`config.mk`:
```
export PLATFORM = sky130hd
export DESIGN_NAME = close_fault_window_timer
export DESIGN_NICKNAME = d
export VERILOG_FILES = /design/src/hw/cfw_pkg.sv /design/src/hw/close_fault_window_timer.sv /design/src/hw/dropoff_stretcher.sv
export SDC_FILE = /design/constraint.sdc
export NUM_CORES = 1
export LEC_CHECK = 0
export BUFFER_PORTS_ARGS = -buffer_cell sky130_fd_sc_hd__buf_2
export CAP_MARGIN = 10
export CORE_ASPECT_RATIO = 1.75
export CORE_MARGIN = 2
export CORE_UTILIZATION = 66
export DETAILED_ROUTE_END_ITERATION = 16
export PLACE_DENSITY = 0.89
export SYNTH_ARGS = -nofsm -noshare
export SYNTH_HDL_FRONTEND = slang
export SYNTH_SLANG_ARGS = --single-unit
export TNS_END_PERCENT = 10
```
`constraint.sdc`:
```
create_clock -name sys_clk -period 8 [get_ports sys_clk]
set_input_delay 0.4 -clock sys_clk [delete_from_list [all_inputs] [get_ports sys_clk]]
set_output_delay 0.4 -clock sys_clk [all_outputs]
set_load 0.01 [all_outputs]
```
`src/hw/cfw_pkg.sv`:
```
// shared constants and types for the close-onto-fault window timer
package cfw_pkg;

  // clock and millisecond tick
  localparam int unsigned CLK_PERIOD_NS  = 50;
  localparam int unsigned MS_PERIOD_NS   = 1_000_000;
  localparam int unsigned MS_TICK_CYCLES = MS_PERIOD_NS / CLK_PERIOD_NS;
  localparam int unsigned TICK_CNT_W     = 15;

  // pick-up delay of the automatic window, in ms, and its count in ms ticks
  localparam int unsigned PICKUP_DELAY_MS  = 200;
  localparam logic [7:0]  PICKUP_TICKS     = 8'(PICKUP_DELAY_MS);

  // drop-off delay setting, in ms, one tick per step
  localparam int unsigned DELAY_W          = 14;
  localparam logic [13:0] DROPOFF_MIN_MS   = 14'h0064;
  localparam logic [13:0] DROPOFF_MAX_MS   = 14'h2710;
  localparam logic [13:0] DROPOFF_RESET_MS = 14'h03e8;
  localparam logic [13:0] DELAY_STEP       = 14'h0001;

  // drop-off stretcher states
  typedef enum logic [1:0] {
    ST_IDLE,
    ST_ACTIVE,
    ST_HOLD
  } stretch_state_t;

  // the two qualifiers, always carried as separate bits
  typedef struct packed {
    logic auto_win;
    logic manual_win;
  } window_pair_t;

endpackage

```
`src/hw/close_fault_window_timer.sv`:
```
// close-onto-fault qualifier timers for automatic and manual breaker closing
`timescale 1ns/1ns

module close_fault_window_timer
  import cfw_pkg::*;
#(
  parameter int unsigned TICK_CYCLES = cfw_pkg::MS_TICK_CYCLES
)
(
  input  wire logic                        sys_clk,
  input  wire logic                        reset,
  input  wire logic                        line_deenergized_in,
  input  wire logic                        breaker_close_cmd_in,
  input  wire logic [cfw_pkg::DELAY_W-1:0] dropoff_delay_setting,
  input  wire logic                        dropoff_delay_load,
  output logic                             auto_close_fault_window_out,
  output logic                             manual_close_fault_window_out,
  output logic [cfw_pkg::DELAY_W-1:0]      dropoff_delay_ff
);
  import cfw_pkg::*;

  localparam logic [TICK_CNT_W-1:0] TICK_LAST = TICK_CNT_W'(TICK_CYCLES - 1);

  // millisecond time base
  logic [TICK_CNT_W-1:0] tick_cnt_ff;
  logic                  ms_tick_ff;

  wire logic tick_wrap = (tick_cnt_ff == TICK_LAST);

  always_ff @(posedge sys_clk or posedge reset) begin
    if (reset) begin
      tick_cnt_ff <= '0;
      ms_tick_ff  <= 1'b0;
    end else begin
      tick_cnt_ff <= tick_wrap ? '0 : tick_cnt_ff + TICK_CNT_W'(1);
      ms_tick_ff  <= tick_wrap;
    end
  end

  // drop-off setting, clamped into its legal range on load
  wire logic                clamp_low  = dropoff_delay_setting < DROPOFF_MIN_MS;
  wire logic                clamp_high = dropoff_delay_setting > DROPOFF_MAX_MS;
  wire logic [DELAY_W-1:0]  delay_clamped =
    clamp_low  ? DROPOFF_MIN_MS :
    clamp_high ? DROPOFF_MAX_MS : dropoff_delay_setting;

  always_ff @(posedge sys_clk or posedge reset) begin
    if (reset) begin
      dropoff_delay_ff <= DROPOFF_RESET_MS;
    end else if (dropoff_delay_load) begin
      dropoff_delay_ff <= delay_clamped;
    end
  end

  // pick-up of the automatic window: counts whole ms ticks of dead line
  logic [7:0] pickup_cnt_ff;
  logic       pickup_done_ff;

  wire logic pickup_full = (pickup_cnt_ff == PICKUP_TICKS);
  wire logic pickup_step = line_deenergized_in && ms_tick_ff && !pickup_full;

  always_ff @(posedge sys_clk or posedge reset) begin
    if (reset) begin
      pickup_cnt_ff  <= '0;
      pickup_done_ff <= 1'b0;
    end else begin
      // any gap in the dead-line level restarts the pick-up
      if (!line_deenergized_in) begin
        pickup_cnt_ff <= '0;
      end else if (pickup_step) begin
        pickup_cnt_ff <= pickup_cnt_ff + 8'h01;
      end
      pickup_done_ff <= line_deenergized_in && pickup_full;
    end
  end

  // two independent stretchers sharing the one delay register
  window_pair_t windows;

  dropoff_stretcher u_auto_stretch (
    .sys_clk  (sys_clk),
    .reset    (reset),
    .ms_tick  (ms_tick_ff),
    .src      (pickup_done_ff),
    .delay_ms (dropoff_delay_ff),
    .held_ff  (windows.auto_win)
  );

  dropoff_stretcher u_manual_stretch (
    .sys_clk  (sys_clk),
    .reset    (reset),
    .ms_tick  (ms_tick_ff),
    .src      (breaker_close_cmd_in),
    .delay_ms (dropoff_delay_ff),
    .held_ff  (windows.manual_win)
  );

  // outputs are the stretchers' own flops, kept apart
  assign auto_close_fault_window_out   = windows.auto_win;
  assign manual_close_fault_window_out = windows.manual_win;

  // the first partial ms tick costs at most 1 ms, well inside the tolerance

  a_pickup_full_count: assert property (
    @(posedge sys_clk) disable iff (reset)
    $rose(auto_close_fault_window_out) |-> $past(pickup_cnt_ff, 2) == PICKUP_TICKS)
    else $error("automatic window rose before the full pick-up count");

  a_pickup_needs_line: assert property (
    @(posedge sys_clk) disable iff (reset)
    $rose(pickup_done_ff) |-> $past(line_deenergized_in))
    else $error("pick-up completed without dead line");

  a_pickup_resets: assert property (
    @(posedge sys_clk) disable iff (reset)
    !line_deenergized_in |=> pickup_cnt_ff == 8'h00 && !pickup_done_ff)
    else $error("pick-up count survived a live line");

  a_auto_holds_on: assert property (
    @(posedge sys_clk) disable iff (reset)
    ($fell(line_deenergized_in) && auto_close_fault_window_out)
      |=> auto_close_fault_window_out [*3])
    else $error("automatic window dropped at once on voltage return");

  a_manual_follows: assert property (
    @(posedge sys_clk) disable iff (reset)
    breaker_close_cmd_in |=> manual_close_fault_window_out)
    else $error("manual window not raised by close command");

  a_manual_stretch: assert property (
    @(posedge sys_clk) disable iff (reset)
    $fell(breaker_close_cmd_in) |-> ##1 manual_close_fault_window_out [*3])
    else $error("manual window not stretched after close command fell");

  a_delay_range: assert property (
    @(posedge sys_clk) disable iff (reset)
    dropoff_delay_ff >= DROPOFF_MIN_MS && dropoff_delay_ff <= DROPOFF_MAX_MS)
    else $error("drop-off delay outside its legal range");

  a_tick_spacing: assert property (
    @(posedge sys_clk) disable iff (reset)
    ms_tick_ff |-> $past(tick_cnt_ff) == TICK_LAST && tick_cnt_ff == '0)
    else $error("ms tick not spaced by the full period");

  a_auto_only_line: assert property (
    @(posedge sys_clk) disable iff (reset)
    (!auto_close_fault_window_out && !line_deenergized_in && !$past(line_deenergized_in))
      |=> !auto_close_fault_window_out)
    else $error("automatic window rose without dead-line status");

  a_windows_apart: assert property (
    @(posedge sys_clk) disable iff (reset)
    (breaker_close_cmd_in && !manual_close_fault_window_out && !pickup_done_ff
      && !auto_close_fault_window_out) |=> !auto_close_fault_window_out)
    else $error("manual close leaked into the automatic window");

  a_delay_load_takes: assert property (
    @(posedge sys_clk) disable iff (reset)
    (dropoff_delay_load && !clamp_low && !clamp_high)
      |=> dropoff_delay_ff == $past(dropoff_delay_setting))
    else $error("in-range drop-off setting not taken on load");

  a_delay_stays_put: assert property (
    @(posedge sys_clk) disable iff (reset)
    !dropoff_delay_load |=> $stable(dropoff_delay_ff))
    else $error("drop-off delay changed without a load");

  a_clamp_to_min: assert property (
    @(posedge sys_clk) disable iff (reset)
    (dropoff_delay_load && dropoff_delay_setting < DROPOFF_MIN_MS)
      |=> dropoff_delay_ff == DROPOFF_MIN_MS)
    else $error("short drop-off setting not raised to the minimum");

  a_clamp_to_max: assert property (
    @(posedge sys_clk) disable iff (reset)
    (dropoff_delay_load && dropoff_delay_setting > DROPOFF_MAX_MS)
      |=> dropoff_delay_ff == DROPOFF_MAX_MS)
    else $error("long drop-off setting not cut to the maximum");

  a_pickup_count_cap: assert property (
    @(posedge sys_clk) disable iff (reset)
    pickup_cnt_ff <= PICKUP_TICKS)
    else $error("pick-up count ran past its end");

  a_pickup_not_early: assert property (
    @(posedge sys_clk) disable iff (reset)
    (pickup_cnt_ff != PICKUP_TICKS) |=> !pickup_done_ff)
    else $error("pick-up completed before the full count");

  a_pickup_step_one: assert property (
    @(posedge sys_clk) disable iff (reset)
    pickup_step |=> pickup_cnt_ff == $past(pickup_cnt_ff) + 8'h01)
    else $error("pick-up count did not advance on a tick");

  a_auto_follows_done: assert property (
    @(posedge sys_clk) disable iff (reset)
    pickup_done_ff |=> auto_close_fault_window_out)
    else $error("automatic window low while pick-up complete");

  a_auto_stays_idle: assert property (
    @(posedge sys_clk) disable iff (reset)
    (!pickup_done_ff && !auto_close_fault_window_out) |=> !auto_close_fault_window_out)
    else $error("automatic window rose without a completed pick-up");

  a_manual_stays_idle: assert property (
    @(posedge sys_clk) disable iff (reset)
    (!breaker_close_cmd_in && !manual_close_fault_window_out)
      |=> !manual_close_fault_window_out)
    else $error("manual window rose without a close command");

  a_tick_single: assert property (
    @(posedge sys_clk) disable iff (reset)
    ms_tick_ff |=> !ms_tick_ff)
    else $error("ms tick lasted more than one cycle");

  a_tick_count_cap: assert property (
    @(posedge sys_clk) disable iff (reset)
    tick_cnt_ff <= TICK_LAST)
    else $error("tick counter ran past its last count");

endmodule // close_fault_window_timer

```
`src/hw/dropoff_stretcher.sv`:
```
// stretches the fall of a level by a drop-off delay counted in ms ticks
`timescale 1ns/1ns
module dropoff_stretcher
  import cfw_pkg::*;
(
  input  wire logic                        sys_clk,
  input  wire logic                        reset,
  input  wire logic                        ms_tick,
  input  wire logic                        src,
  input  wire logic [cfw_pkg::DELAY_W-1:0] delay_ms,
  output logic                             held_ff
);
  import cfw_pkg::*;

  stretch_state_t      state_ff;
  stretch_state_t      nxt_state;
  logic [DELAY_W-1:0]  elapsed_ff;
  logic [DELAY_W-1:0]  nxt_elapsed;

  // >= so a setting cut below the elapsed count ends the hold, no wrap of the counter
  wire logic delay_done = ms_tick && (elapsed_ff >= delay_ms - DELAY_STEP);

  always_comb begin
    nxt_state   = state_ff;
    nxt_elapsed = elapsed_ff;
    case (state_ff)
      ST_IDLE: begin
        if (src) begin
          nxt_state = ST_ACTIVE;
        end
      end
      ST_ACTIVE: begin
        if (!src) begin
          nxt_state   = ST_HOLD;
          nxt_elapsed = '0;
        end
      end
      ST_HOLD: begin
        // a returning source cancels the running drop-off
        if (src) begin
          nxt_state = ST_ACTIVE;
        end else if (delay_done) begin
          nxt_state = ST_IDLE;
        end else if (ms_tick) begin
          nxt_elapsed = elapsed_ff + DELAY_STEP;
        end
      end
      default: begin
        nxt_state = ST_IDLE;
      end
    endcase
  end

  always_ff @(posedge sys_clk or posedge reset) begin
    if (reset) begin
      state_ff   <= ST_IDLE;
      elapsed_ff <= '0;
      held_ff    <= 1'b0;
    end else begin
      state_ff   <= nxt_state;
      elapsed_ff <= nxt_elapsed;
      held_ff    <= (nxt_state != ST_IDLE);
    end
  end

  a_hold_full_delay: assert property (
    @(posedge sys_clk) disable iff (reset)
    $fell(held_ff) |-> $past(elapsed_ff) >= $past(delay_ms) - DELAY_STEP && $past(ms_tick))
    else $error("output dropped before the full drop-off delay");

  a_hold_cancel: assert property (
    @(posedge sys_clk) disable iff (reset)
    (state_ff == ST_HOLD && src) |=> (held_ff && state_ff == ST_ACTIVE) ##1 held_ff)
    else $error("returning source did not cancel the drop-off");

endmodule // dropoff_stretcher

```
==> results of run 1 <==
==> cell usage after synthesis (3+ instances only) <==
library cell,instances,area [sq um]
dfrtp_1,67,1680
nor2_1,48,180
nand2_1,47,176
inv_1,29,109
a21oi_1,24,120
nand3_1,24,120
o21ai_0,23,115
ha_1,22,275
xnor2_1,16,140
or4_1,15,113
xor2_1,14,123
clkbuf_1,12,45.0
o31ai_1,12,90.1
and3_1,10,62.6
nand4_1,10,62.6
nor3_1,9,45.0
nand2b_1,8,50.1
a211o_1,6,52.6
dfstp_2,6,158
nor2b_1,6,37.5
and2_1,5,31.3
buf_2,5,25.0
mux2i_1,5,50.1
nor4_1,5,31.3
o21a_1,4,30.0
o22ai_1,4,25.0
o41ai_1,4,35.0
o41ai_2,4,65.1
a2bb2oi_1,3,26.3
a31oi_1,3,18.8
nand4b_1,3,26.3
nor3b_1,3,22.5
o21ai_1,3,15.0
o221ai_1,3,26.3
==> area by class of cell <==
cell class	instances	area, sq um
inverters	30	113
clock buffers	11	233
well taps	84	105
fillers	483	1680
flip-flops and latches	73	1830
clock inverters	5	57.6
repair buffers	39	205
multi-input cells	390	2680
==> through the flow <==
stage / setup WS, ns / util [%] / hold WS, ns / power [mW] / area [sq um]
after floorplan: 4.42 / - / 0.446 / 0.467 / 4740
after global placement: 3.90 / 71.4 / 0.465 / 0.498 / 4930
after detailed placement: 3.75 / 71.4 / 0.476 / 0.503 / 4930
after CTS: 3.66 / 75.7 / 0.279 / 0.901 / 5230
after global routing: 3.44 / 75.7 / 0.311 / 0.930 / 5230
final: 3.62 / 75.7 / 0.295 / 0.899 / 5230
==> flip-flops by register name, summed over array words and instances (netlist names) <==
name / cells
dropoff_delay_ff: 14
u_auto_stretch.elapsed_ff: 14
u_manual_stretch.held_ff: 1
u_auto_stretch.held_ff: 1
pickup_done_ff: 1
u_auto_stretch.state_ff: 2
u_manual_stretch.elapsed_ff: 14
u_manual_stretch.state_ff: 2
ms_tick_ff: 1
tick_cnt_ff: 15
pickup_cnt_ff: 8
==> power by group through the flow <==
| stage | combinational (mW) | clock (mW) | sequential (mW) |
|---|---|---|---|
| global placement | 0.0979 | 0 | 0.401 |
| detailed placement | 0.101 | 0 | 0.402 |
| global route | 0.116 | 0.417 | 0.397 |
| floorplan | 0.0659 | 0 | 0.401 |
| CTS | 0.104 | 0.401 | 0.396 |
| finish | 0.106 | 0.397 | 0.396 |
==> cell usage in the layout, fill, tap and decap left out, types with 16 or more instances in the layout <==
cell     Yosys  layout
ha_1        22      22
o21ai_0     23      23
buf_2        5      34
nand2_1     47      47
xnor2_1     16      16
dfrtp_1     67      67
nand3_1     24      24
a21oi_1     24      24
inv_1       29      28
nor2_1      48      48
==> worst max-delay path by stage <==
stage,to,slack (ns),cells past startpoint
after floorplan,u_auto_stretch.elapsed_ff[8]$_DFFE_PP0P_,4.42,14
after global placement,u_auto_stretch.elapsed_ff[8]$_DFFE_PP0P_,3.90,11
after detailed placement,u_auto_stretch.elapsed_ff[6]$_DFFE_PP0P_,3.75,11
after CTS,u_auto_stretch.elapsed_ff[6]$_DFFE_PP0P_,3.66,11
after global routing,u_auto_stretch.elapsed_ff[6]$_DFFE_PP0P_,3.44,12
final,u_auto_stretch.elapsed_ff[6]$_DFFE_PP0P_,3.62,11
==> metal layers <==
layer	track usage (%)	wire [microns]	up-vias
met4	20.9	726	0
met3	8.74	676	54
li1	-	-	1944
met2	57.1	6500	209
met5	0	0	-
met1	35.9	4280	2073
==> worst register-to-register path: cells and delay by family (launching register included) <==
kind            cells  cell delay, ns
simple gates        6            2.29
xor+xnor            1            0.22
fa+ha+maj           1            0.33
compound gates      2            0.56
mux                 1            0.33
flops               1            0.49
==> kinds of logic (layout without fill, tap and decap cells) <==
group	count (synthesis)	in the layout	synth area share, %
buf+inv	51	85	4.65
simple gates	212	212	24.6
flops	73	73	38.7
fa+ha+maj	23	23	6.02
compound gates	116	116	18.1
mux	7	7	1.53
xor+xnor	32	32	6.37
==> flow_summary.ini, run 1 <==
[run_status]
status = finished, final reports clean

[global_route]
grt_first_pass_wirelength_mm = 19.9
antenna_found_initial = 0
grt_usage_pct = 33.6
grt_max_degree = 74
grt_pass1_vias = 4137
gr-total-overflow = 0

[timing]
fin_crit_ns = 4.38
max_slew.worst_pin.slew_ns = 0.927
drv_slew = 0
fin_skew_ns = 0.0108
hold_viol = 0
fin_tns_setup_ns = 0
rsz0062_at_grt = false
maxSlewHeadroom_pct = 38.1
period_share_pct = 54.8
max_freq_mhz = 228
setup-violations-final = 0

[final_layout]
layoutNonFillerInstCount = 632
drive_gt1_share_pct = 15.3
diodes = 0
syn_to_final_growth_pct = 10.4
fin_nets = 584

[setup_path]
crit_required_ns = 8.18
crit_top_cell = or4_4
cp_slowest_stage_delay_ns = 0.65
crit_path_max_fanout = 16
slowest_stage = or4_1
r2r_setup_slack_ns = 3.62
worstPathCellList = or4_4 > nor3_4 > nand3_1 > xor2_1 > ha_1 > nand3b_1 > mux2_1 > or4_4 > a31oi_4 > or4_1 > o21ai_1
r2r_cells = 11
crit_buf_inv = 0
cp-end-kind = register
reg2reg_from = dropoff_delay_ff[2]$_DFFE_PP0P_
cp-start-kind = register
crit_family = simple AND/OR/NAND/NOR gates
critical_path_class = register to register
critPathArrivalTime_ns = 4.57
crit_start = dropoff_delay_ff[2]$_DFFE_PP0P_
timing.rr.end = u_auto_stretch.elapsed_ff[6]$_DFFE_PP0P_

[floorplan]
die_x_microns = 68.0
die-area_sq_um = 7900
io_pins = 35
rows = 40
coreArea_sq_um = 6910
die_h_microns = 116
start_util_pct = 68.6

[power_and_ir_drop]
seqPwrFrac_pct = 44.1
vdd_drop_max_v = 0.000172
p_int_mw = 0.660
p_per_area_nw_per_um2 = 172
switching_share_pct = 26.6
power.leakage_nw = 2.24
pwr-share-clk_pct = 44.2
power.share.combinational_pct = 11.8
switchingPower_mw = 0.239

[clock_tree]
cts_tree = done
clock-sinks = 73
clock_latency_ns = 0.34
cts_hold_buf = 0
cts_max_level = 3
clockBufferDepth = 2
post-cts-setup-buffers = 0
root_buffer = clkbuf_16
cts_resized = 0
clk_pin_slew_ns = 0.06
cts_buffers = 9

[yosys]
yosysWarningCount = 0
async_reset_ff_share_pct = 100
synth_edf_count = 0
synth.net_count = 555
syn_inst = 514
synth_ff_type = dfrtp_1
syn_area_sq_um = 4740
avgSynthCellArea_sq_um = 9.22
ys_types = 74
ys_seq_area_share_pct = 38.7
ys_ff_latch = 73

[min_path]
hold_start = dropoff_delay_setting[12]
hold_path_class = input port to register
hold_path_depth = 3
min_to = dropoff_delay_ff[12]$_DFFE_PP0P_

[detailed_routing]
first_pass_iters = 6
drtIter0Drc = 364
vias = 4280
post_drt_via_cell_ratio = 6.77
ant_nets = 0
wire_per_inst_microns = 19.3
drt_wl_total_mm = 12.2
drc = 0

[placed_design]
io_buffer_count = 34
gp_congestion = 0.891
dp_hpwl_mm = 8.55
placed_cells = 615

[job]
max_cap_violations = 0
Note: power is estimated with default switching activity, not from simulation.
==> run 2, diff against run 1 <==
ABC_AREA = 1   (was not set)
CORE_UTILIZATION = 61   (was 66)
PLACE_DENSITY = 0.83   (was 0.89)
clock period = 4.5 ns   (was 8 ns; I/O delays follow)
==> run 2 against run 1 <==
Net effect: combinational power increased by 99%; non-clock buffer count is 4 lower; clock power grew 74%; largest cell class unchanged.
==> flow_summary.ini, run 2 <==
[floorplan]
die_h_microns = 124
coreArea_sq_um = 7960
start_util_pct = 62.8
io_pins = 35
die_x_microns = 72.4
die-area_sq_um = 8960
rows = 43

[final_layout]
fin_nets = 779
largest_reg_flops = 15
drive_gt1_share_pct = 10.4
regMostFlops = tick_cnt_ff
syn_to_final_growth_pct = 10.1
layout.core_utilization_pct = 69.1
mostFrequentLayoutCells = 181 x nand2_1, 103 x inv_1, 79 x nor2_1
layoutNonFillerInstCount = 833
final_common_cell = nand2_1
diodes = 0
fin_area_sq_um = 5500

[placed_design]
dp_hpwl_mm = 9.29
placed_cells = 817
io_buffer_count = 34
placed_area_sq_um = 5210
place_ws_ns = 1.65
gp_congestion = 0.993

[timing]
fin_crit_ns = 2.90
setup_slack_ns = 1.60
fin_tns_setup_ns = 0
drv_slew = 0
hold_viol = 0
rsz0062_at_grt = false
hold_ws_ns = 0.111
max_slew.worst_pin.slew_ns = 0.968
max_freq_mhz = 345
maxSlewHeadroom_pct = 34.8
period_share_pct = 64.4
fin_skew_ns = 0.0107
setup-violations-final = 0

[clock_tree]
cts_resized = 0
post-cts-setup-buffers = 0
clock_latency_ns = 0.34
cts_buffers = 9
clk_pin_slew_ns = 0.06
clock-sinks = 73
cts_hold_buf = 0
cts_tree = done
cts_max_level = 3
root_buffer = clkbuf_16
clockBufferDepth = 2

[yosys]
syn_inst = 707
synth_edf_count = 0
syn_area_sq_um = 5000
synthTopCellsByCount = 181 x nand2_1, 104 x inv_1, 79 x nor2_1, 74 x nand3_1, 67 x dfrtp_1
synth.net_count = 748
yosysMostFrequentCell = nand2_1
avgSynthCellArea_sq_um = 7.07
ys_ff_latch = 73
synth_ff_type = dfrtp_1
async_reset_ff_share_pct = 100
yosysWarningCount = 0
synth_top_area_cell = dfrtp_1
ys_types = 38
synth_top_area_share_pct = 33.6
ys_seq_area_share_pct = 36.7
netlist_top_cells_area = dfrtp_1 34%, nand2_1 14%, inv_1 7.8%

[detailed_routing]
first_pass_iters = 5
ant_nets = 0
drtIter0Drc = 374
drc = 0
post_drt_via_cell_ratio = 5.75
vias = 4788
wire_per_inst_microns = 15.0
drt_wl_total_mm = 12.5

[power_and_ir_drop]
power_mw = 1.61
vdd_drop_max_v = 0.000282
power.leakage_nw = 2.82
p_per_area_nw_per_um2 = 292

[global_route]
grt_usage_pct = 30.4
grt_max_degree = 74
grt_first_pass_wirelength_mm = 21.2
gr-total-overflow = 0
grt_pass1_vias = 4732
antenna_found_initial = 0

[setup_path]
crit_path_max_fanout = 15
cp-start-kind = register
cp-end-kind = register
critPathArrivalTime_ns = 3.12
crit_required_ns = 4.72
critical_path_class = register to register

[job]
max_cap_violations = 0

[run_status]
status = finished, final reports clean

[min_path]
hold_path_class = input port to register
## run 2: layer usage
metal | global-route usage (%) | wire length, microns | vias up
met4 | 17.5 | 512 | 0
met3 | 4.45 | 574 | 45
met1 | 34.0 | 4620 | 2235
met5 | 0 | 0 | -
li1 | - | - | 2331
met2 | 54.0 | 6750 | 177
## run 2: final timing paths
check                                                 start                                          to  slack [ns]  depth (start not counted)
max                        dropoff_delay_ff[10]$_DFFE_PP0P_  u_manual_stretch.elapsed_ff[5]$_DFFE_PP0P_        1.60                         16
max in group asynchronous                             reset    u_auto_stretch.elapsed_ff[0]$_DFFE_PP0P_        3.74                          3
min in group asynchronous                             reset                pickup_cnt_ff[0]$_DFFE_PP0P_        0.15                          3
max reg2reg                dropoff_delay_ff[10]$_DFFE_PP0P_  u_manual_stretch.elapsed_ff[5]$_DFFE_PP0P_        1.60                         16
min                                dropoff_delay_setting[5]             dropoff_delay_ff[5]$_DFFE_PP1P_        0.11                          3
min reg2reg                        tick_cnt_ff[0]$_DFF_PP0_                    tick_cnt_ff[0]$_DFF_PP0_        0.48                          1
## run 2: worst max-delay path, cell delays in order, from the launching register on
cell,delay (ns)
dfrtp_1,0.45
inv_1,0.15
nand2_1,0.07
nor2_1,0.24
nand3_2,0.16
nor2_1,0.13
xnor2_1,0.14
ha_1,0.33
nand3_1,0.10
nor2_1,0.22
nand2_1,0.11
nand3_1,0.11
nand2_2,0.08
nand3_4,0.16
nand2_4,0.16
nand2_1,0.13
nand2_1,0.05
## run 2: final cells by class
class                   count  area, sq um
flip-flops and latches     73         1830
well taps                  90          113
multi-input cells         514         2690
repair buffers             35          178
inverters                 105          394
clock inverters             6         60.1
clock buffers              10          229
fillers                   681         2460
## run 2: cells by family after synthesis
kind of cell / synth area share, %
AND/OR/NAND/NOR: 38.0
buffers and inverters: 9.41
flip-flops: 36.7
AO/OA/AOI/OAI: 5.26
XOR/XNOR: 5.08
adder cells (fa/ha/maj): 5.51
## run 2: report_power, final
part,internal (mW),total (mW),switching [mW]
clock,0.426,0.692,0.266
combinational,0.0686,0.211,0.143
sequential,0.678,0.703,0.0249
==> run 3, diff against run 2 <==
CORE_UTILIZATION = 55   (was 61)
PLACE_DENSITY = 0.8   (was 0.83)
clock period = 2.5 ns   (was 4.5 ns; I/O delays follow)
==> run 3 against run 2 <==
Net effect: the flow now finishes with violations (setup timing); clock power increased by 110%; sequential cell count stayed put; combinational power grew to 2.6 times the previous value; critical path depth shrank 1; core utilization up 0.55 points; sequential power is 79% higher; fmax up 15%; die area grew 10%; worst setup slack got worse by 1.6 ns; final cell count is 8.5% higher; worst hold slack got worse by 0.089 ns; routed wire length is 12% higher; critical path type unchanged; largest cell class unchanged; highest routed layer unchanged.
==> flow_summary.ini, run 3 (same netlist as run 2, synthesis figures left out) <==
[run_status]
status = finished, violations left
violations = setup timing

[clock_tree]
cts_tree = done
clockBufferDepth = 2
clk_pin_slew_ns = 0.06
clock_latency_ns = 0.34
root_buffer = clkbuf_16
cts_max_level = 3
cts_buffers = 9
clock-sinks = 73

[floorplan]
die_x_microns = 76.1
coreArea_sq_um = 8920
start_util_pct = 56.0
die_h_microns = 130
rows = 46
io_pins = 35
die-area_sq_um = 9890

[final_layout]
fin_area_sq_um = 6210
regMostFlops = tick_cnt_ff
fill_cells = 699
fin_nets = 821
final_common_cell = nand2_1
drive_gt1_share_pct = 22.2
final-seq-area_sq_um = 1840
diodes = 0
syn_to_final_growth_pct = 24.3
mostFrequentLayoutCells = 156 x nand2_1, 99 x inv_1, 71 x nor2_1
multi_input_area_sq_um = 3000
largest_reg_flops = 15

[global_route]
grt_max_degree = 74
gr-total-overflow = 0
antenna_found_initial = 0
grt_pass1_vias = 4966
grt_first_pass_wirelength_mm = 23.0
grt_usage_pct = 29.1

[timing]
max_slew.worst_pin.slew_ns = 0.985
setup_slack_ns = -0.0160
max_freq_mhz = 397
fin_skew_ns = 0.00883
fin_crit_ns = 2.52
period_share_pct = 101
fin_tns_setup_ns = -0.0220
rsz0062_at_grt = true
drv_slew = 0
setup-violations-final = 3
maxSlewHeadroom_pct = 34.1
hold_viol = 0

[setup_path]
reg2reg_from = dropoff_delay_ff[1]$_DFFE_PP0P_
crit_family = simple AND/OR/NAND/NOR gates
crit_start = dropoff_delay_ff[1]$_DFFE_PP0P_
slowest_stage = dfrtp_1
critical_path_class = register to register
cp_slowest_stage_delay_ns = 0.41
crit_path_max_fanout = 7
crit_buf_inv = 1
worstPathCellList = inv_2 > ha_4 > nand2_4 > nor2_4 > nand3_1 > nand3_1 > nand3_2 > nor2_4 > nand3_2 > nand3_2 > nand2_4 > nand3_4 > nand2_8 > nand2_4 > nand2_2
cp-start-kind = register
cp-end-kind = register
crit_required_ns = 2.72
critPathArrivalTime_ns = 2.74

[detailed_routing]
post_drt_via_cell_ratio = 5.61
drc = 0
first_pass_iters = 6
wire_per_inst_microns = 15.4
ant_nets = 0
vias = 5071
drtIter0Drc = 349
drt_wl_total_mm = 13.9

[min_path]
hold_start = dropoff_delay_setting[5]
hold_path_class = input port to register

[job]
max_cap_violations = 0

[power_and_ir_drop]
p_per_area_nw_per_um2 = 526
switching_share_pct = 26.6
pwr-share-clk_pct = 45.1
switchingPower_mw = 0.868
power_mw = 3.27
power.leakage_nw = 3.12
p_int_mw = 2.40
seqPwrFrac_pct = 38.5
vdd_drop_max_v = 0.000500
power.share.combinational_pct = 16.5

[placed_design]
gp_congestion = 0.958
dp_hpwl_mm = 9.71
placed_area_sq_um = 5440
io_buffer_count = 34
place_ws_ns = -0.135
==> run 3: cell count changes in the layout (fill, tap and decap cells not counted), sizes merged <==
cell	change
bufinv	+2
clkbuf	-1
buf	+37
clkinv	-1
clkinvlp	-1
nand2	+1
dlygate4sd3	+1
nand3	+3
==> run 3: worst paths after layout <==
kind / cells past startpoint / end / slack [ns]
worst max-delay path: 15 / u_manual_stretch.elapsed_ff[12]$_DFFE_PP0P_ / -0.02
worst min-delay path: 3 / dropoff_delay_ff[5]$_DFFE_PP1P_ / 0.02
worst max register to register: 15 / u_manual_stretch.elapsed_ff[12]$_DFFE_PP0P_ / -0.02
worst min register to register: 1 / u_manual_stretch.state_ff[0]$_DFF_PP0_ / 0.47
max in group asynchronous: 4 / u_manual_stretch.held_ff$_DFF_PP0_ / 1.76
min in group asynchronous: 4 / dropoff_delay_ff[1]$_DFFE_PP0P_ / 0.41
==> run 3: final cells by class <==
type	instances	share of cell area, %
multi-input combinational	518	48.3
clock inverter	6	1.73
clock buffer	9	3.63
tap	120	2.42
timing repair buffer	73	8.02
inverter	105	6.35
sequential	73	29.6
==> run 3: power groups by stage <==
stage               Clock, mW  Sequential [mW]  Combinational, mW
global route             1.54             1.26              0.595
floorplan                   0             1.28              0.248
CTS                      1.48             1.26              0.463
detailed placement          0             1.28              0.425
finish                   1.47             1.26              0.539
global placement            0             1.27              0.413
==> run 3: worst register-to-register path: stages (launching register included) <==
cell and delay [ns]:
dfrtp_1 0.41, inv_2 0.10, ha_4 0.19, nand2_4 0.06, nor2_4 0.20, nand3_1 0.24
nand3_1 0.21, nand3_2 0.14, nor2_4 0.15, nand3_2 0.09, nand3_2 0.10, nand2_4 0.08
nand3_4 0.16, nand2_8 0.11, nand2_4 0.13, nand2_2 0.05
==> run 3: stage by stage <==
| step | std cells | util [%] | hold WS [ns] |
|---|---|---|---|
| after floorplan | 707 | - | 0.228 |
| after global placement | 869 | 61.0 | 0.235 |
| after detailed placement | 869 | 61.0 | 0.240 |
| after CTS | 892 | 66.2 | 0.0140 |
| after global routing | 904 | 69.6 | 0.0461 |
| final | 904 | 69.6 | 0.0221 |
==> run 3: layer usage <==
metal,vias to the layer above,part of all wire (%),global-route usage [%],wire length (microns)
met3,67,4.2,3.94,588
met5,-,0,0,0
met2,181,54,54.3,7490
met1,2390,36,30.9,5030
met4,0,5.9,18.8,815
li1,2433,-,-,-
==> run 3: timing repair <==
| item | in CTS | in global routing |
|---|---|---|
| resized for setup | 14 | 60 |
| hold endpoints to repair | 67 | 0 |
| buffers inserted | 4 | 12 |
| cloned | 3 | 1 |
| pin swaps | 9 | 37 |
| endpoints found under the setup margin | 29 | 32 |
| hold buffers | 1 | 0 |
